`src/verilog/eca_pkg.sv`:
```
package eca_pkg;
   // Register byte offsets.
   localparam logic [7:0] OFF_CLKDIV = 8'h00;
   localparam logic [7:0] OFF_STATUS = 8'h04;
   localparam logic [7:0] OFF_CMD    = 8'h08;
   localparam logic [7:0] OFF_PARAM  = 8'h0C;
   localparam logic [7:0] OFF_PROT   = 8'h10;
   localparam logic [7:0] OFF_MODE   = 8'h14;
   localparam logic [7:0] OFF_RESULT = 8'h18;
   // Status bit positions.
   localparam int ST_DONE   = 7;
   localparam int ST_ACCESS_ERROR_FLAG = 5;
   localparam int ST_PROTECTION_VIOLATION_FLAG = 4;
   localparam int ST_VFAIL  = 0;
   // Protection bit positions.
   localparam int PR_LOWDIS  = 0;
   localparam int PR_HIGHDIS = 1;
   localparam int PR_PFOPEN  = 2;
   localparam int PR_EEOPEN  = 3;
   // Parameter field: bit 16 selects the EEPROM block for the block erase command.
   localparam int PA_EEBLK = 16;
   // Reset values and the override key.
   localparam logic [7:0]  CLKDIV_RST = 8'h00;
   localparam logic [3:0]  PROT_RST   = 4'h0;
   localparam logic [15:0] OVR_KEY    = 16'hA5C3;
   // Command codes.
   localparam logic [7:0] CMD_VFY_ALL = 8'h01;
   localparam logic [7:0] CMD_VFY_BLK = 8'h02;
   localparam logic [7:0] CMD_ERS_ALL = 8'h08;
   localparam logic [7:0] CMD_ERS_BLK = 8'h09;
   localparam logic [7:0] CMD_UNSEC   = 8'h0B;
   localparam logic [7:0] CMD_UMARGIN = 8'h0D;
   localparam logic [7:0] CMD_FMARGIN = 8'h0E;
   localparam logic [7:0] CMD_VFY_SEC = 8'h10;
   localparam logic [7:0] CMD_PRG_EE  = 8'h11;
   localparam logic [7:0] CMD_ERS_SEC = 8'h12;
   localparam logic [7:0] CMD_PROT_OV = 8'h13;
   // Operation classes used for the concurrency check.
   typedef logic [2:0] eca_cl_t;
   localparam eca_cl_t CL_NONE   = 3'h0;
   localparam eca_cl_t CL_READ   = 3'h1;
   localparam eca_cl_t CL_MARGIN = 3'h2;
   localparam eca_cl_t CL_PROG   = 3'h3;
   localparam eca_cl_t CL_SECT   = 3'h4;
   localparam eca_cl_t CL_MASS   = 3'h5;
   // Timing counts in clock cycles.
   localparam logic [5:0] SETUP_CYC = 6'h02;
   localparam logic [5:0] EXEC_CYC  = 6'h10;
   // Sequencer states.
   typedef enum logic [3:0] {
      S_IDLE  = 4'b0001,
      S_SETUP = 4'b0010,
      S_EXEC  = 4'b0100,
      S_VFY   = 4'b1000
   } eca_state_e;
endpackage

```
`src/verilog/eca_if.sv`:
```
`timescale 1ns/1ps
interface eca_if;
   import eca_pkg::*;
   // Command under check and its environment.
   logic [7:0]  code;
   logic [16:0] param;
   logic [3:0]  prot;
   logic        special;
   logic        clkdiv_ok;
   // Check results.
   logic        access_error_flag;
   logic        protection_violation_flag;
   eca_cl_t     ee_cl;
   eca_cl_t     pf_cl;
   logic        vfy_ee;
   logic        vfy_pf;
   logic        two_phase;
   logic        key_ok;
   // Concurrency check.
   eca_cl_t     op_ee;
   eca_cl_t     op_pf;
   eca_cl_t     pf_rd_cl;
   logic        pf_ok;
   modport chk (input code, param, prot, special, clkdiv_ok,
                output access_error_flag, protection_violation_flag, ee_cl, pf_cl, vfy_ee, vfy_pf, two_phase, key_ok);
   modport col (input op_ee, op_pf, pf_rd_cl, output pf_ok);
   modport top (output code, param, prot, special, clkdiv_ok, op_ee, op_pf, pf_rd_cl,
                input access_error_flag, protection_violation_flag, ee_cl, pf_cl, vfy_ee, vfy_pf, two_phase, key_ok,
                pf_ok);
endinterface

```
`src/verilog/eca_cmd_check.sv`:
```
`timescale 1ns/1ps
module eca_cmd_check (
   // Command check side.
   eca_if.chk bus
);
   import eca_pkg::*;
   logic writes;

   // Decode the code into operation classes and check its preconditions.
   always_comb begin
      bus.access_error_flag    = 1'b0;
      bus.protection_violation_flag    = 1'b0;
      bus.ee_cl     = CL_NONE;
      bus.pf_cl     = CL_NONE;
      bus.vfy_ee    = 1'b0;
      bus.vfy_pf    = 1'b0;
      bus.two_phase = 1'b0;
      bus.key_ok    = (bus.param[15:0] == OVR_KEY);
      writes        = 1'b0;
      unique case (bus.code)
         CMD_VFY_ALL: begin
            bus.ee_cl  = CL_READ;
            bus.pf_cl  = CL_READ;
            bus.vfy_ee = 1'b1;
            bus.vfy_pf = 1'b1;
         end
         CMD_VFY_BLK: begin
            bus.ee_cl  = CL_READ;
            bus.vfy_ee = 1'b1;
         end
         CMD_ERS_ALL: begin
            writes    = 1'b1;
            bus.ee_cl = CL_MASS;
            bus.pf_cl = CL_MASS;
            bus.protection_violation_flag = ~&bus.prot;
         end
         CMD_ERS_BLK: begin
            writes = 1'b1;
            if (bus.param[PA_EEBLK]) begin
               bus.ee_cl  = CL_MASS;
               bus.protection_violation_flag = ~bus.prot[PR_EEOPEN];
            end else begin
               bus.pf_cl  = CL_MASS;
               bus.protection_violation_flag = ~&bus.prot[PR_PFOPEN:PR_LOWDIS];
            end
         end
         CMD_UNSEC: begin
            writes        = 1'b1;
            bus.ee_cl     = CL_MASS;
            bus.pf_cl     = CL_MASS;
            bus.vfy_ee    = 1'b1;
            bus.vfy_pf    = 1'b1;
            bus.two_phase = 1'b1;
         end
         CMD_UMARGIN: bus.ee_cl = CL_READ;
         CMD_FMARGIN: begin
            bus.ee_cl  = CL_READ;
            bus.access_error_flag = ~bus.special;
         end
         CMD_VFY_SEC: begin
            bus.ee_cl  = CL_READ;
            bus.vfy_ee = 1'b1;
            bus.access_error_flag = (bus.param[15:0] == 16'h0000);
         end
         CMD_PRG_EE: begin
            writes     = 1'b1;
            bus.ee_cl  = CL_PROG;
            bus.access_error_flag = (bus.param[2:0] == 3'h0) || (bus.param[2:0] > 3'h4);
         end
         CMD_ERS_SEC: begin
            writes    = 1'b1;
            bus.ee_cl = CL_SECT;
         end
         CMD_PROT_OV: bus.ee_cl = CL_READ;
         default: bus.access_error_flag = 1'b1;
      endcase
      // A write or erase before the divider is set must not run.
      if (writes && !bus.clkdiv_ok) begin
         bus.access_error_flag = 1'b1;
      end
   end
endmodule

```
`src/verilog/eca_collide.sv`:
```
`timescale 1ns/1ps
module eca_collide (
   // Concurrency check side.
   eca_if.col bus
);
   import eca_pkg::*;

   // Program flash reads may share time only with light EEPROM work.
   always_comb begin
      bus.pf_ok = 1'b0;
      if (bus.op_pf == CL_NONE) begin
         if (bus.op_ee == CL_NONE) begin
            bus.pf_ok = 1'b1;
         end else if (bus.pf_rd_cl == CL_READ) begin
            bus.pf_ok = (bus.op_ee != CL_MASS);
         end
      end
   end
endmodule

```
`src/verilog/eca_top.sv`:
```
`timescale 1ns/1ps
module eca_top (
   // Clock and reset.
   input  wire logic        REF_CLK_IN,
   input  wire logic        SYS_RST_IN,
   // APB slave.
   input  wire logic        PSEL_IN,
   input  wire logic        PENABLE_IN,
   input  wire logic        PWRITE_IN,
   input  wire logic [7:0]  PADDR_IN,
   input  wire logic [31:0] PWDATA_IN,
   output logic      [31:0] PRDATA_OUT,
   output logic             PREADY_OUT,
   output logic             PSLVERR_OUT,
   // Memory read requests and erased-state reports from the arrays.
   input  wire logic        PF_RD_REQ_IN,
   input  wire logic        EE_RD_REQ_IN,
   input  wire logic        PF_ERASED_IN,
   input  wire logic        EE_ERASED_IN,
   // Read grants, collision and array operations.
   output logic             PF_RD_GNT_OUT,
   output logic             EE_RD_GNT_OUT,
   output logic             ILLEGAL_ACCESS_OUT,
   output eca_pkg::eca_cl_t EE_OP_OUT,
   output eca_pkg::eca_cl_t PF_OP_OUT,
   output logic             CMD_DONE_OUT
);
   import eca_pkg::*;

   eca_if ck ();

   eca_cmd_check eca_cmd_check_inst (
      .bus (ck)
   );

   eca_collide eca_collide_inst (
      .bus (ck)
   );

   logic [7:0]  clkdiv_q;
   logic        clkdiv_ok_q;
   logic [7:0]  command_code_q;
   logic [16:0] param_q;
   logic [3:0]  protect_q;
   logic        special_q;
   logic        override_q;
   logic [1:0]  margin_q;
   logic        done_q;
   logic        access_error_flag_q;
   logic        protection_violation_flag_q;
   logic        vfail_q;
   eca_state_e  state_q;
   logic [5:0]  cnt_q;
   eca_cl_t     op_ee_q;
   eca_cl_t     op_pf_q;
   logic        wr_en;
   logic        rd_en;
   logic        mapped;
   logic        launch;
   logic        launch_ok;
   logic        busy;
   logic        col_pf;
   logic        col_ee;
   logic        pf_can;
   logic        ee_can;
   logic        last_pf_q;
   logic        vfy_ee_q;
   logic        vfy_pf_q;
   logic        two_q;
   logic [3:0]  prot_eff;

   // One word per register; any other offset is answered with an error.
   function automatic logic is_mapped(input logic [7:0] a);
      return a == OFF_CLKDIV || a == OFF_STATUS || a == OFF_CMD || a == OFF_PARAM ||
             a == OFF_PROT || a == OFF_MODE || a == OFF_RESULT;
   endfunction

   // A transfer completes one cycle into its access phase.
   assign mapped = is_mapped(PADDR_IN);
   assign wr_en  = PSEL_IN && PENABLE_IN && PREADY_OUT && PWRITE_IN && mapped;
   assign rd_en  = PSEL_IN && PENABLE_IN && !PREADY_OUT;

   always_ff @(posedge REF_CLK_IN) begin
      if (SYS_RST_IN) begin
         PREADY_OUT  <= 1'b0;
         PSLVERR_OUT <= 1'b0;
         PRDATA_OUT  <= 32'h0000_0000;
      end else begin
         PREADY_OUT  <= rd_en;
         PSLVERR_OUT <= rd_en && !mapped;
         PRDATA_OUT  <= 32'h0000_0000;
         if (rd_en && !PWRITE_IN) begin
            unique case (PADDR_IN)
               OFF_CLKDIV: PRDATA_OUT[7:0] <= clkdiv_q;
               OFF_STATUS: PRDATA_OUT[7:0] <= {done_q, 1'b0, access_error_flag_q,
                                               protection_violation_flag_q, 3'h0, vfail_q};
               OFF_CMD:    PRDATA_OUT[7:0] <= command_code_q;
               OFF_PARAM:  PRDATA_OUT[16:0] <= param_q;
               OFF_PROT:   PRDATA_OUT[4:0] <= {override_q, protect_q};
               OFF_MODE:   PRDATA_OUT[0] <= special_q;
               OFF_RESULT: PRDATA_OUT[9:0] <= {state_q, margin_q, 1'b0, op_ee_q};
               default:    PRDATA_OUT <= 32'h0000_0000;
            endcase
         end
      end
   end

   // Setup registers; writes are refused while a command runs.
   always_ff @(posedge REF_CLK_IN) begin
      if (SYS_RST_IN) begin
         clkdiv_q       <= CLKDIV_RST;
         clkdiv_ok_q    <= 1'b0;
         command_code_q <= 8'h00;
         param_q        <= 17'h0_0000;
         protect_q      <= PROT_RST;
         special_q      <= 1'b0;
      end else if (wr_en && done_q) begin
         if (PADDR_IN == OFF_CLKDIV) begin
            clkdiv_q    <= PWDATA_IN[7:0];
            clkdiv_ok_q <= 1'b1;
         end
         if (PADDR_IN == OFF_CMD) command_code_q <= PWDATA_IN[7:0];
         if (PADDR_IN == OFF_PARAM) param_q <= PWDATA_IN[16:0];
         if (PADDR_IN == OFF_PROT) protect_q <= PWDATA_IN[3:0];
         if (PADDR_IN == OFF_MODE) special_q <= PWDATA_IN[0];
      end
   end

   // Writing one to the complete bit while it is set is a launch request.
   assign launch    = wr_en && PADDR_IN == OFF_STATUS && PWDATA_IN[ST_DONE] && done_q;
   assign launch_ok = launch && !access_error_flag_q && !protection_violation_flag_q &&
                      !ck.access_error_flag && !ck.protection_violation_flag;
   assign prot_eff  = protect_q | {4{override_q}};

   // Feed the checkers; margin reads are classed apart from plain reads.
   always_comb begin
      ck.code      = command_code_q;
      ck.param     = param_q;
      ck.prot      = prot_eff;
      ck.special   = special_q;
      ck.clkdiv_ok = clkdiv_ok_q;
      ck.op_ee     = op_ee_q;
      ck.op_pf     = op_pf_q;
      ck.pf_rd_cl  = (margin_q != 2'h0) ? CL_MARGIN : CL_READ;
   end

   // Error flags hold until written with one; a new error beats the clear.
   always_ff @(posedge REF_CLK_IN) begin
      if (SYS_RST_IN) begin
         access_error_flag_q         <= 1'b0;
         protection_violation_flag_q <= 1'b0;
      end else begin
         if (launch && (ck.access_error_flag || access_error_flag_q ||
                        protection_violation_flag_q)) begin
            access_error_flag_q <= 1'b1;
         end else if (wr_en && PADDR_IN == OFF_STATUS && PWDATA_IN[ST_ACCESS_ERROR_FLAG]) begin
            access_error_flag_q <= 1'b0;
         end
         if (launch && !ck.access_error_flag && !access_error_flag_q && ck.protection_violation_flag) begin
            protection_violation_flag_q <= 1'b1;
         end else if (wr_en && PADDR_IN == OFF_STATUS && PWDATA_IN[ST_PROTECTION_VIOLATION_FLAG]) begin
            protection_violation_flag_q <= 1'b0;
         end
      end
   end

   // Sequencer: a settling window with reads still served, then the array work.
   always_ff @(posedge REF_CLK_IN) begin
      if (SYS_RST_IN) begin
         state_q  <= S_IDLE;
         cnt_q    <= 6'h00;
         done_q   <= 1'b1;
         op_ee_q  <= CL_NONE;
         op_pf_q  <= CL_NONE;
         vfy_ee_q <= 1'b0;
         vfy_pf_q <= 1'b0;
         two_q    <= 1'b0;
      end else begin
         unique case (state_q)
            S_IDLE: begin
               if (launch_ok) begin
                  done_q   <= 1'b0;
                  state_q  <= S_SETUP;
                  cnt_q    <= SETUP_CYC;
                  vfy_ee_q <= ck.vfy_ee;
                  vfy_pf_q <= ck.vfy_pf;
                  two_q    <= ck.two_phase;
               end
            end
            S_SETUP: begin
               cnt_q <= cnt_q - 6'h01;
               if (cnt_q == 6'h01) begin
                  state_q <= S_EXEC;
                  cnt_q   <= EXEC_CYC;
                  op_ee_q <= ck.ee_cl;
                  op_pf_q <= ck.pf_cl;
               end
            end
            S_EXEC: begin
               cnt_q <= cnt_q - 6'h01;
               if (cnt_q == 6'h01) begin
                  if (two_q) begin
                     state_q <= S_VFY;
                     cnt_q   <= EXEC_CYC;
                     op_ee_q <= CL_READ;
                     op_pf_q <= CL_READ;
                  end else begin
                     state_q <= S_IDLE;
                     done_q  <= 1'b1;
                     op_ee_q <= CL_NONE;
                     op_pf_q <= CL_NONE;
                  end
               end
            end
            S_VFY: begin
               cnt_q <= cnt_q - 6'h01;
               if (cnt_q == 6'h01) begin
                  state_q <= S_IDLE;
                  done_q  <= 1'b1;
                  op_ee_q <= CL_NONE;
                  op_pf_q <= CL_NONE;
               end
            end
         endcase
      end
   end

   // Results recorded as the array work ends.
   always_ff @(posedge REF_CLK_IN) begin
      if (SYS_RST_IN) begin
         vfail_q    <= 1'b0;
         margin_q   <= 2'h0;
         override_q <= 1'b0;
      end else begin
         if (launch_ok) begin
            vfail_q <= 1'b0;
         end else if ((state_q == S_EXEC && !two_q || state_q == S_VFY) &&
                      cnt_q == 6'h01) begin
            vfail_q <= (vfy_ee_q && !EE_ERASED_IN) ||
                       (vfy_pf_q && !PF_ERASED_IN);
            if (command_code_q == CMD_UMARGIN || command_code_q == CMD_FMARGIN) begin
               margin_q <= param_q[1:0];
            end
            if (command_code_q == CMD_PROT_OV) begin
               override_q <= ck.key_ok;
            end
         end
      end
   end

   // Collisions count only while the array is really working.
   assign busy   = state_q == S_EXEC || state_q == S_VFY;
   assign col_pf = PF_RD_REQ_IN && busy && !ck.pf_ok;
   assign col_ee = EE_RD_REQ_IN && busy && op_ee_q != CL_NONE;
   assign pf_can = PF_RD_REQ_IN && !col_pf;
   assign ee_can = EE_RD_REQ_IN && !col_ee;

   // One read per cycle; on contention the memory not served last goes first.
   always_ff @(posedge REF_CLK_IN) begin
      if (SYS_RST_IN) begin
         PF_RD_GNT_OUT      <= 1'b0;
         EE_RD_GNT_OUT      <= 1'b0;
         ILLEGAL_ACCESS_OUT <= 1'b0;
         last_pf_q          <= 1'b0;
      end else begin
         PF_RD_GNT_OUT      <= pf_can && (!ee_can || !last_pf_q);
         EE_RD_GNT_OUT      <= ee_can && (!pf_can || last_pf_q);
         ILLEGAL_ACCESS_OUT <= col_pf || col_ee;
         if (pf_can && ee_can) last_pf_q <= !last_pf_q;
         else if (pf_can || ee_can) last_pf_q <= pf_can;
      end
   end

   // Array operation outputs follow the sequencer registers.
   always_ff @(posedge REF_CLK_IN) begin
      if (SYS_RST_IN) begin
         EE_OP_OUT    <= CL_NONE;
         PF_OP_OUT    <= CL_NONE;
         CMD_DONE_OUT <= 1'b1;
      end else begin
         EE_OP_OUT    <= op_ee_q;
         PF_OP_OUT    <= op_pf_q;
         CMD_DONE_OUT <= done_q;
      end
   end

   chk_collide_flag: assert property (@(posedge REF_CLK_IN) disable iff (SYS_RST_IN)
      (PF_RD_REQ_IN && busy && !ck.pf_ok) |=> ILLEGAL_ACCESS_OUT && !PF_RD_GNT_OUT)
      else $error("collision not flagged");
   chk_flag_cycle_only: assert property (@(posedge REF_CLK_IN) disable iff (SYS_RST_IN)
      (!PF_RD_REQ_IN && !EE_RD_REQ_IN) |=> !ILLEGAL_ACCESS_OUT)
      else $error("illegal access outside operation");
   chk_setup_reads: assert property (@(posedge REF_CLK_IN) disable iff (SYS_RST_IN)
      (state_q == S_SETUP && PF_RD_REQ_IN && !EE_RD_REQ_IN) |=> PF_RD_GNT_OUT)
      else $error("read not served before array start");
   chk_one_read: assert property (@(posedge REF_CLK_IN) disable iff (SYS_RST_IN)
      !(PF_RD_GNT_OUT && EE_RD_GNT_OUT))
      else $error("two reads granted");
   chk_bad_code: assert property (@(posedge REF_CLK_IN) disable iff (SYS_RST_IN)
      (launch && command_code_q == 8'h05)
      |=> access_error_flag_q && done_q && state_q == S_IDLE)
      else $error("bad code not rejected");
   chk_div_first: assert property (@(posedge REF_CLK_IN) disable iff (SYS_RST_IN)
      (launch && !clkdiv_ok_q && command_code_q == CMD_PRG_EE) |=> access_error_flag_q ##1
      state_q == S_IDLE)
      else $error("write ran without divider");
   chk_mass_guard: assert property (@(posedge REF_CLK_IN) disable iff (SYS_RST_IN)
      (launch && clkdiv_ok_q && !access_error_flag_q && !protection_violation_flag_q &&
       command_code_q == CMD_ERS_ALL && !(&prot_eff)) |=> protection_violation_flag_q && done_q)
      else $error("mass erase not guarded");
   chk_launch_done: assert property (@(posedge REF_CLK_IN) disable iff (SYS_RST_IN)
      launch_ok |=> !done_q ##[18:40] done_q)
      else $error("command did not complete in time");
   chk_flags_block: assert property (@(posedge REF_CLK_IN) disable iff (SYS_RST_IN)
      (launch && access_error_flag_q) |=> state_q == S_IDLE && access_error_flag_q)
      else $error("launch accepted with error flag set");
   chk_ee_busy: assert property (@(posedge REF_CLK_IN) disable iff (SYS_RST_IN)
      (EE_RD_REQ_IN && busy && op_ee_q != CL_NONE) |=> ILLEGAL_ACCESS_OUT && !EE_RD_GNT_OUT)
      else $error("busy EEPROM read not flagged");

   // Launch preconditions that software can get wrong; each refusal leaves complete set.
   chk_field_margin: assert property (@(posedge REF_CLK_IN) disable iff (SYS_RST_IN)
      (launch && command_code_q == CMD_FMARGIN && !special_q)
      |=> access_error_flag_q && done_q)
      else $error("field margin accepted outside special mode");
   chk_prog_count: assert property (@(posedge REF_CLK_IN) disable iff (SYS_RST_IN)
      (launch && command_code_q == CMD_PRG_EE && (param_q[2:0] == 3'h0 || param_q[2:0] > 3'h4))
      |=> access_error_flag_q && done_q)
      else $error("bad word count accepted");

   // Results and overlaps of accepted commands.
   chk_unsec_phases: assert property (@(posedge REF_CLK_IN) disable iff (SYS_RST_IN)
      (launch_ok && command_code_q == CMD_UNSEC) |=> !done_q ##33 !done_q ##1 done_q)
      else $error("unsecure did not run erase and verify");
   chk_override_key: assert property (@(posedge REF_CLK_IN) disable iff (SYS_RST_IN)
      ($rose(done_q) && command_code_q == CMD_PROT_OV)
      |-> override_q == (param_q[15:0] == OVR_KEY))
      else $error("override does not follow key");
   chk_pf_read_ok: assert property (@(posedge REF_CLK_IN) disable iff (SYS_RST_IN)
      (PF_RD_REQ_IN && !EE_RD_REQ_IN && busy && op_pf_q == CL_NONE && margin_q == 2'h0 &&
       (op_ee_q == CL_READ || op_ee_q == CL_PROG || op_ee_q == CL_SECT)) |=> PF_RD_GNT_OUT)
      else $error("allowed program flash read refused");

   // Scenarios that every regression should reach.
   cov_launch: cover property (@(posedge REF_CLK_IN) disable iff (SYS_RST_IN) launch_ok);
   cov_collide: cover property (@(posedge REF_CLK_IN) disable iff (SYS_RST_IN) col_pf);
   cov_overlap: cover property (@(posedge REF_CLK_IN) disable iff (SYS_RST_IN)
      PF_RD_REQ_IN && busy && op_ee_q == CL_PROG);
   cov_unsec: cover property (@(posedge REF_CLK_IN) disable iff (SYS_RST_IN) state_q == S_VFY);
   cov_override: cover property (@(posedge REF_CLK_IN) disable iff (SYS_RST_IN) override_q);
endmodule
```
`config.mk`:
```
export PLATFORM = sky130hd
export DESIGN_NAME = eca_top
export DESIGN_NICKNAME = d
export VERILOG_FILES = /design/src/verilog/eca_pkg.sv /design/src/verilog/eca_if.sv /design/src/verilog/eca_cmd_check.sv /design/src/verilog/eca_collide.sv /design/src/verilog/eca_top.sv
export SDC_FILE = /design/constraint.sdc
export NUM_CORES = 1
export LEC_CHECK = 0
export BUFFER_PORTS_ARGS = -buffer_cell sky130_fd_sc_hd__buf_2
export CAP_MARGIN = 10
export CORE_ASPECT_RATIO = 0.8
export CORE_MARGIN = 2
export CORE_UTILIZATION = 60
export DETAILED_ROUTE_END_ITERATION = 8
export PLACE_DENSITY = 0.86
export SKIP_LAST_GASP = 1
export SLEW_MARGIN = 20
export SYNTH_ARGS = -nofsm -noshare
export SYNTH_HDL_FRONTEND = slang
export SYNTH_HIERARCHICAL = 1
export SYNTH_SLANG_ARGS = --single-unit
```
`constraint.sdc`:
```
create_clock -name REF_CLK_IN -period 5.29 [get_ports REF_CLK_IN]
set_clock_uncertainty 0.15 [all_clocks]
set_input_delay 0.2645 -clock REF_CLK_IN [delete_from_list [all_inputs] [get_ports REF_CLK_IN]]
set_output_delay 0.2645 -clock REF_CLK_IN [all_outputs]
set_load 0.03 [all_outputs]
```
# ---- After elaboration in Yosys (flattened, before gate mapping)
# Index checks and enable logic that the tools add are counted.
dict set report totals {
  ff_bits 110
  word_cells 223
}
dict set report op_classes {
  n_addsub 1
  n_lt_le_gt_ge 1
  n_eq_ne 30
  mux 49
  n_bitwise 6
  n_reduce_logical 105
}
# cell n
set ops {}
lappend ops {{== test 8 x 4 -> 1 bit, second input constant} 7}
lappend ops {{== test 8 x 5 -> 1 bit, second input constant} 7}
lappend ops {{logical AND 1 bit} 35}
lappend ops {{case mux 3 bit (5 select lines)} 2}
lappend ops {{case mux 3 bit (3 select lines)} 3}
lappend ops {{2-to-1 mux 6 bit} 4}
lappend ops {{case mux 4 bit (6 select lines)} 1}
lappend ops {{case mux 6 bit (4 select lines)} 1}
lappend ops {{2-to-1 mux 1 bit} 20}
lappend ops {{2-to-1 mux 4 bit} 5}
lappend ops {{logical NOT 1 bit} 19}
lappend ops {{2-to-1 mux 3 bit} 6}
lappend ops {{logical OR 1 bit} 17}
lappend ops {{== test 16 bit, second input constant} 1}
lappend ops {{logical NOT 16 bit} 1}
lappend ops {{case mux 4 bit (4 select lines)} 1}
lappend ops {{AND reduction 2 bit} 6}
lappend ops {{AND reduction 4 bit} 3}
lappend ops {{inequality test 2 bit, second input constant} 5}
lappend ops {{logical NOT 3 bit} 3}
lappend ops {{AND reduction 3 bit} 3}
lappend ops {{nonzero test 3 bit} 3}
lappend ops {{== test 8 x 1 -> 1 bit, second input constant} 1}
lappend ops {{== test 8 x 2 -> 1 bit, second input constant} 1}
lappend ops {{other kinds (27)} 37}

# ---- Logic depth before layout (Yosys ltp)
# Gate-level depths: netlist of the first run.
dict set report depth {
  depth_word 17
  ltp_mapped 10
}

# ---- By module
# Netlist of the first run, hierarchy kept.
# mod n_inst cells_each area_per_inst_um2 seq_area_each_um2
set modules_own_cells {}
lappend modules_own_cells {eca_top 1 470 4341.7 1901.8}
lappend modules_own_cells {eca_cmd_check 1 69 419.2 0.0}
lappend modules_own_cells {eca_collide 1 7 40.0 0.0}

# ---- Least setup slack after synthesis of the first run
# No wires, ideal clock.
dict set report synth_timing {
  kind {flip-flop to flip-flop}
  from {reg command_code_q[5], in the netlist ck.code[5]}
  to {reg done_q}
  setup_time_ns 0.133
  arrival_time_ns 2.744
  t_required_ns 5.007
  setup_slack_ns 2.263
  path_stages_with_launch 10
  path_buffers 0
  cell_sequence {dfxtp_1 -> or4_4 -> a21oi_2 -> a31oi_1 -> or4_1 -> nor4bb_1 -> and4_4 -> a21boi_2 -> or3_1 -> mux2i_1}
}
dict set report synth_between {
  elab_chain_cells 10
  word_cells_on_any_way 24
  cone_classes {12 x eq/ne; 4 x mux; 8 x reduce/logical}
}
# item line_no
set synth_lines {}
lappend synth_lines {{start, declared} eca_top.sv:42} ;# logic [7:0] command_code_q;
lappend synth_lines {{start signal, assigned} eca_top.sv:122} ;# if (PADDR_IN == OFF_CMD) command_code_q <= PWDATA_IN[7:0];
lappend synth_lines {{parallel branches: the longest is 4 deep, another holds == test 8 x 4 -> 1 bit} -}
lappend synth_lines {{2-to-1 mux 1 bit *} eca_cmd_check.sv:78} ;# if (writes && !bus.clkdiv_ok) begin
lappend synth_lines {{named net ck.access_error_flag} eca_if.sv:11} ;# logic access_error_flag;
lappend synth_lines {{logical NOT 1 bit *} eca_top.sv:132} ;# !ck.access_error_flag && !ck.protection_violation_flag;
lappend synth_lines {{logical AND 1 bit *} eca_top.sv:131} ;# assign launch_ok = launch && !access_error_flag_q && !protection_violation_flag_q &&
lappend synth_lines {{logical AND 1 bit *} eca_top.sv:132}
lappend synth_lines {{inequality test 2 bit (no source line) *} -}
lappend synth_lines {{AND reduction 5 bit (no source line) *} -}
lappend synth_lines {{end signal, assigned} eca_top.sv:172} ;# done_q <= 1'b1;
lappend synth_lines {{end signal, assigned} eca_top.sv:182} ;# done_q <= 1'b0;
lappend synth_lines {{end signal, assigned} eca_top.sv:209} ;# done_q <= 1'b1;
lappend synth_lines {{end, declared} eca_top.sv:48} ;# logic done_q;
# Mark *: on every way through the listed nets, which the timed path passes.
# A chain may end at the register's enable or synchronous reset.

# ---- Worst setup path in the final report of the first run
dict set report layout_timing {
  from {reg command_code_q[1], in the netlist ck.code[1]}
  to {reg done_q}
}
# The elaborated chain is that of the path after synthesis.

==> flow_summary.ini, run 1 <==
[status]
status = complete, no violations

[clock_network]
worstSkewPairLatency_ns = 0.37
cts.htree.levels = 3
clk_pin_slew_worst_paths_ns = 0.09
cts-root-buf = clkbuf_8
cts_buffers = 9
clk_path_buf_depth = 2
cts_tree = built
cts_setup_buffers = 0
cts_sinks = 95

[drt]
viasPerCell = 6.01
ant_nets = 0
postRouteWirelength_mm = 12.1
wl_per_cell_um = 17.0
dr.pass1.iters = 5
drtIter0Drc = 422
dr_total_vias = 4289
drcViolationCount = 0

[sta]
hold_viol = 0
rsz0062_at_grt = no
max-slew-margin-rel_pct = 25.7
period_share_pct = 68.7
setup_violations = 0
fmax_mhz = 275
finalMaxSlewViolations = 0
hold_slack_ns = 0.00454
worst_pin_slew_ns = 1.11
period_needed_ns = 3.63
finalSetupTns_ns = 0

[critical_path]
crit_family = simple AND/OR/NAND/NOR gates
reg2regPathDepth = 9
cp_num_cells = 9
worst-setup-path-type = reg2reg
path_buf_inv = 0
reg2reg_from = ck.code[1]$_SDFFE_PP0P_
cpMaxStageDelayCell = dfxtp_1
path_cells = nor2b_1 > or3_1 > a31oi_1 > or4_1 > nor4bb_1 > and4_4 > a21boi_2 > or3_1 > mux2i_1
crit_fanout = 16
cp-end-kind = flop
max_stage_delay_ns = 0.69
cpMostUsedCell = or3_1
cp.arrival_ns = 3.72
critPathLaunch = ck.code[1]$_SDFFE_PP0P_
worstPathRequired_ns = 5.38
critPathLaunchType = flop

[pwr]
vdd_drop_max_v = 0.000136
p_leak_nw = 2.11
p_sw_w = 0.000355
seq_power_share_pct = 52.9
switching_share_pct = 25.4
pwr-share-comb_pct = 10.0
p_int_w = 0.00104
clockPowerShare_pct = 37.1
p_per_area_nw_per_um2 = 261

[grt]
grt_pass1_vias = 3992
grt_pass1_wl_mm = 20.0
grt_antenna_before_repair = 0
grt_most_used_layer = met2
grt_use_met1_pct = 39.4
grt_overflow = 0
use_met3_pct = 7.81
grt_usage_pct = 28.6
grt_use_met2_pct = 42.8
grt_max_degree = 71

[worst_hold_path]
hp-class = in2reg
hold_path_depth = 3
hp-start = PWDATA_IN[11]

[cells_and_area]
layout_common_cells = dfxtp_1 (95), nor2_1 (66), buf_2 (62)
fillerInstances = 656
layout_commonest_cell = dfxtp_1
area_growth_pct = 11.6
fin_nets = 652
drive_gt1_share_pct = 18.6
n_antenna_cell = 0
final_area_um2 = 5360

[die]
core_area_um2 = 7840
io_pins = 93
die_area_um2 = 8740
dieWidth_um = 104
num_rows = 29
fp.dieH_um = 84.0
initial_core_util_pct = 61.3

[synth]
synthArstFlopShare_pct = 0
syn_avg_cell_area_um2 = 8.79
synthCells = 546
synth-edff-count = 0
ys.flop_type = dfxtp_1
synth_area_leaders = dfxtp_1 (40%), mux2i_1 (8.3%), nor2_1 (5.2%)
syn_area_um2 = 4800
synth_top_area_cell = dfxtp_1
synth_top_area_share_pct = 39.6
ys_seq_area_share_pct = 39.6
yosysUniqueCellTypes = 76
yosys_warnings = 6
ys_ff_latch = 95

[placement]
hpwl_mm = 8.76
globalplace.congestion = 0.984
place_area_um2 = 5070
portBuffers = 62

[run]
drv_cap = 0
sequential cells by signal, summed over array words and instances, names as in the netlist, 4 cells and up:
signal      flops
protect_q       4
ck.param       17
clkdiv_q        8
PRDATA_OUT     17
state_q         4
ck.code         8
cnt_q           6
tightest hold or removal path: stages:
cell	delay [ns]
buf_2	0.08
mux2i_1	0.06
nor2_1	0.08
through the flow:
step	instances	power (W)	worst slack (ns)	utilization (%)
floorplan	561	0.000856	2.26	-
global placement	691	0.000884	1.87	64.7
detailed placement	691	0.000888	1.77	64.7
CTS	714	0.00140	1.72	68.3
global route	714	0.00145	1.41	68.3
finish	714	0.00140	1.66	68.3
cell usage after synthesis (all sizes together), types with 7 or more instances:
master	count
a21oi	32
and2	11
inv	15
dfxtp	95
a211oi	8
nor3	10
clkbuf	13
nor2b	19
nand4	11
o21ai	20
nand2	43
nor2	67
nor4	15
mux2i	40
buf	28
or2	10
a22oi	7
nand3	11
final timing paths:
| kind | endpoint | slack, ns |
|---|---|---|
| max | done_q$_SDFFE_PP1P_ | 1.66 |
| min | ck.param[11]$_SDFFE_PP0P_ | 0.005 |
| max reg2reg | done_q$_SDFFE_PP1P_ | 1.66 |
| min reg2reg | clkdiv_q[5]$_SDFFE_PP0P_ | 0.31 |
kinds of logic (layout without fill, tap and decap cells):
| family | Yosys count | count (layout) | share of synthesized area (%) |
|---|---|---|---|
| flip-flops | 95 | 95 | 39.6 |
| buffers and inverters | 56 | 101 | 6.23 |
| AO/OA/AOI/OAI | 107 | 107 | 14.6 |
| other | 2 | 17 | 0.156 |
| adder cells (fa/ha/maj) | 2 | 2 | 0.521 |
| multiplexers | 46 | 46 | 10.2 |
| AND/OR/NAND/NOR | 232 | 232 | 27.5 |
| XOR/XNOR | 6 | 6 | 1.09 |
routing by layer:
metal	part of all wire (%)	wire, um
met3	11	1300
met4	2.3	278
met1	44	5370
met2	43	5180
met5	0	0
power by group through the flow:
stage,sequential (W),clock [W],combinational (W)
6_report,0.000739,0.000519,0.000140
3_5_place_dp,0.000755,0,0.000133
3_3_place_gp,0.000755,0,0.000130
5_1_grt,0.000741,0.000557,0.000153
2_1_floorplan,0.000754,0,0.000102
4_1_cts,0.000738,0.000523,0.000138
final cells by class:
cell class	instances	area, um2	area share [%]
Timing Repair Buffer	70	388	7.24
Clock inverter	5	81.3	1.52
Multi-Input combinational cell	410	2660	49.7
Clock buffer	11	131	2.45
Tap cell	108	135	2.52
Sequential cell	95	1900	35.5
Inverter	15	56.3	1.05
repair_timing:
item	in CTS	in global routing
gates resized for setup	0	0
hold buffers	7	0
endpoints found under the hold margin	7	0
(Power assumes the default switching activity.)
==> run 2, diff against run 1 <==
ABC_AREA = 1   (was default)
CORE_UTILIZATION = 50   (was 60)
PLACE_DENSITY = 0.76   (was 0.86)
clock period = 3 ns   (was 5.29 ns; I/O delays follow)
==> run 2 against run 1 <==
Synthesized cell count is 25% higher. Non-clock buffer count up 14. First-iteration DRC count up 0.95%. Final cell count rose by 23%. Via count rose by 9.4%. Global-route usage fell by 2.7 points. Hold slack improved by 0.017 ns. Critical path depth up 7. Register-to-register slack got worse by 1.4 ns. Largest cell class unchanged. Largest power group unchanged.
==> flow_summary.ini, run 2 <==
[critical_path]
path_cells = inv_1 > nor2_1 > nand2_1 > nor2_1 > nor2_1 > nand2_1 > nor2_2 > nand2_1 > nand3_1 > nor2_1 > nand2_1 > nor2_1 > nand3_2 > nand2_2 > nand3_1 > a21oi_1
cp.arrival_ns = 2.81
worstPathRequired_ns = 3.12
cpMaxStageDelayCell = dfxtp_1
critPathLaunchType = flop
max_stage_delay_ns = 0.52
cp-end-kind = flop
cpMostUsedCell = nor2_1
path_buf_inv = 1
crit_family = simple AND/OR/NAND/NOR gates
worst-setup-path-type = reg2reg
crit_fanout = 8

[drt]
routed.top_layer = met4
drcViolationCount = 0
viasPerCell = 5.34
wl_met2_mm = 5.84
routed-wl-met3_mm = 1.11
drtIter0Drc = 426
wl_per_cell_um = 14.6
dr_total_vias = 4692
wl_met1_mm = 5.69
ant_nets = 0
dr.pass1.iters = 5
postRouteWirelength_mm = 12.9

[status]
status = complete, no violations

[sta]
hold_viol = 0
period_share_pct = 89.8
setup_ws_ns = 0.306
hold_slack_ns = 0.0220
period_needed_ns = 2.69
max-slew-margin-rel_pct = 50.0
finalMaxSlewViolations = 0
setup_violations = 0
rsz0062_at_grt = no
finalSetupTns_ns = 0
fmax_mhz = 371
worst_pin_slew_ns = 0.744

[clock_network]
worstSkewPairLatency_ns = 0.35
cts.htree.levels = 3
clk_pin_slew_worst_paths_ns = 0.07
cts_setup_buffers = 0
cts_buffers = 9
cts-root-buf = clkbuf_16
cts_sinks = 95
cts_tree = built
ctsResizeCount = 0
clk_path_buf_depth = 2
postCtsHoldBufs = 19

[pwr]
vdd_drop_max_v = 0.000335
p_leak_nw = 2.46
p_per_area_nw_per_um2 = 464

[cells_and_area]
n_antenna_cell = 0
fin_nets = 810
area_growth_pct = 16.2
layout_commonest_cell = nand2_1
drive_gt1_share_pct = 17.4
layout_common_cells = nand2_1 (144), dfxtp_1 (95), nor2_1 (80)

[synth]
synth_area_leaders = dfxtp_1 (40%), nand2_1 (11%), a21oi_1 (6.7%)
synthArstFlopShare_pct = 0
yosysMostFrequentCell = nand2_1
synth_top_area_share_pct = 39.7
yosys-top-cells-count = nand2_1 (144), dfxtp_1 (95), nor2_1 (80)
ys_seq_area_share_pct = 39.7
ys_ff_latch = 95
ys.flop_type = dfxtp_1
syn_area_um2 = 4790
synth_top_area_cell = dfxtp_1
yosys_warnings = 6
synth-edff-count = 0
syn_avg_cell_area_um2 = 7.04
yosysUniqueCellTypes = 50
synthCells = 680

[run]
drv_cap = 0

[die]
core_area_um2 = 9190
num_rows = 31
dieWidth_um = 113
io_pins = 93
die_area_um2 = 10400
fp.dieH_um = 91.5
initial_core_util_pct = 52.1

[grt]
grt_max_degree = 59
grt_usage_pct = 25.9
grt_antenna_before_repair = 0
grt_overflow = 0
grt_pass1_vias = 4459
grt_pass1_wl_mm = 21.1

[placement]
portBuffers = 62
pre_cts_slack_ns = 0.484
hpwl_mm = 9.28
globalplace.congestion = 0.919

[worst_hold_path]
hp-class = in2reg
run 2: where the power goes:
group | total [W] | internal, W | switching (W)
clock network | 0.00103 | 0.000558 | 0.000469
registers | 0.00131 | 0.00128 | 0.0000204
logic | 0.000247 | 0.0000825 | 0.000165
total | 0.00258 | 0.00193 | 0.000654
run 2: cell type report:
class                           instances  area [um2]
Tap cell                              115         144
Fill cell                             852        3630
Clock buffer                           12         236
Timing Repair Buffer                   84         523
Multi-Input combinational cell        480        2390
Sequential cell                        95        1900
Clock inverter                          4        22.5
Inverter                               89         344
run 2: worst paths after layout:
kind	start	end	slack, ns	depth (start not counted)
max	ck.code[0]$_SDFFE_PP0P_	state_q[2]$_SDFFE_PP0P_	0.31	16
max reg2reg	ck.code[0]$_SDFFE_PP0P_	state_q[2]$_SDFFE_PP0P_	0.31	16
min reg2reg	ck.op_pf[1]$_SDFFE_PP0P_	PF_OP_OUT[1]$_SDFF_PP0_	0.30	2
min	PENABLE_IN	PREADY_OUT$_SDFF_PP0_	0.02	5
run 2: cells by family (layout without fill, tap and decap cells):
kind of cell / Yosys count / count (layout) / share of synthesized area [%]
and+or+nand+nor: 340 / 340 / 34.0
buffers and inverters: 120 / 189 / 11.5
AOI/OAI and AO/OA: 117 / 117 / 13.4
DFF: 95 / 95 / 39.7
xor gates and xnor gates: 4 / 4 / 0.732
adders and majority gates: 2 / 2 / 0.523
other: 2 / 17 / 0.157
run 2: metal layers:
layer,global-route usage [%],up-vias
met5,0,-
met4,9.65,0
met3,5.21,23
met2,41.2,197
met1,34.7,2152
li1,-,2320
run 2: worst reg2reg max path: cells and delay by family (launching register included):
| kind | cells | cell delay [ns] |
|---|---|---|
| and+or+nand+nor | 14 | 1.66 |
| DFF | 1 | 0.52 |
| buffers and inverters | 1 | 0.14 |
| AOI/OAI and AO/OA | 1 | 0.14 |
run 2: per-stage QoR:
step	total power (W)	cells	util (%)	cell area, um2
5_1_grt	0.00267	879	60.5	5560
4_1_cts	0.00259	879	60.5	5560
6_report	0.00258	879	60.5	5560
3_5_place_dp	0.00156	844	55.6	5110
3_3_place_gp	0.00155	844	55.6	5110
2_1_floorplan	0.00150	695	-	4840
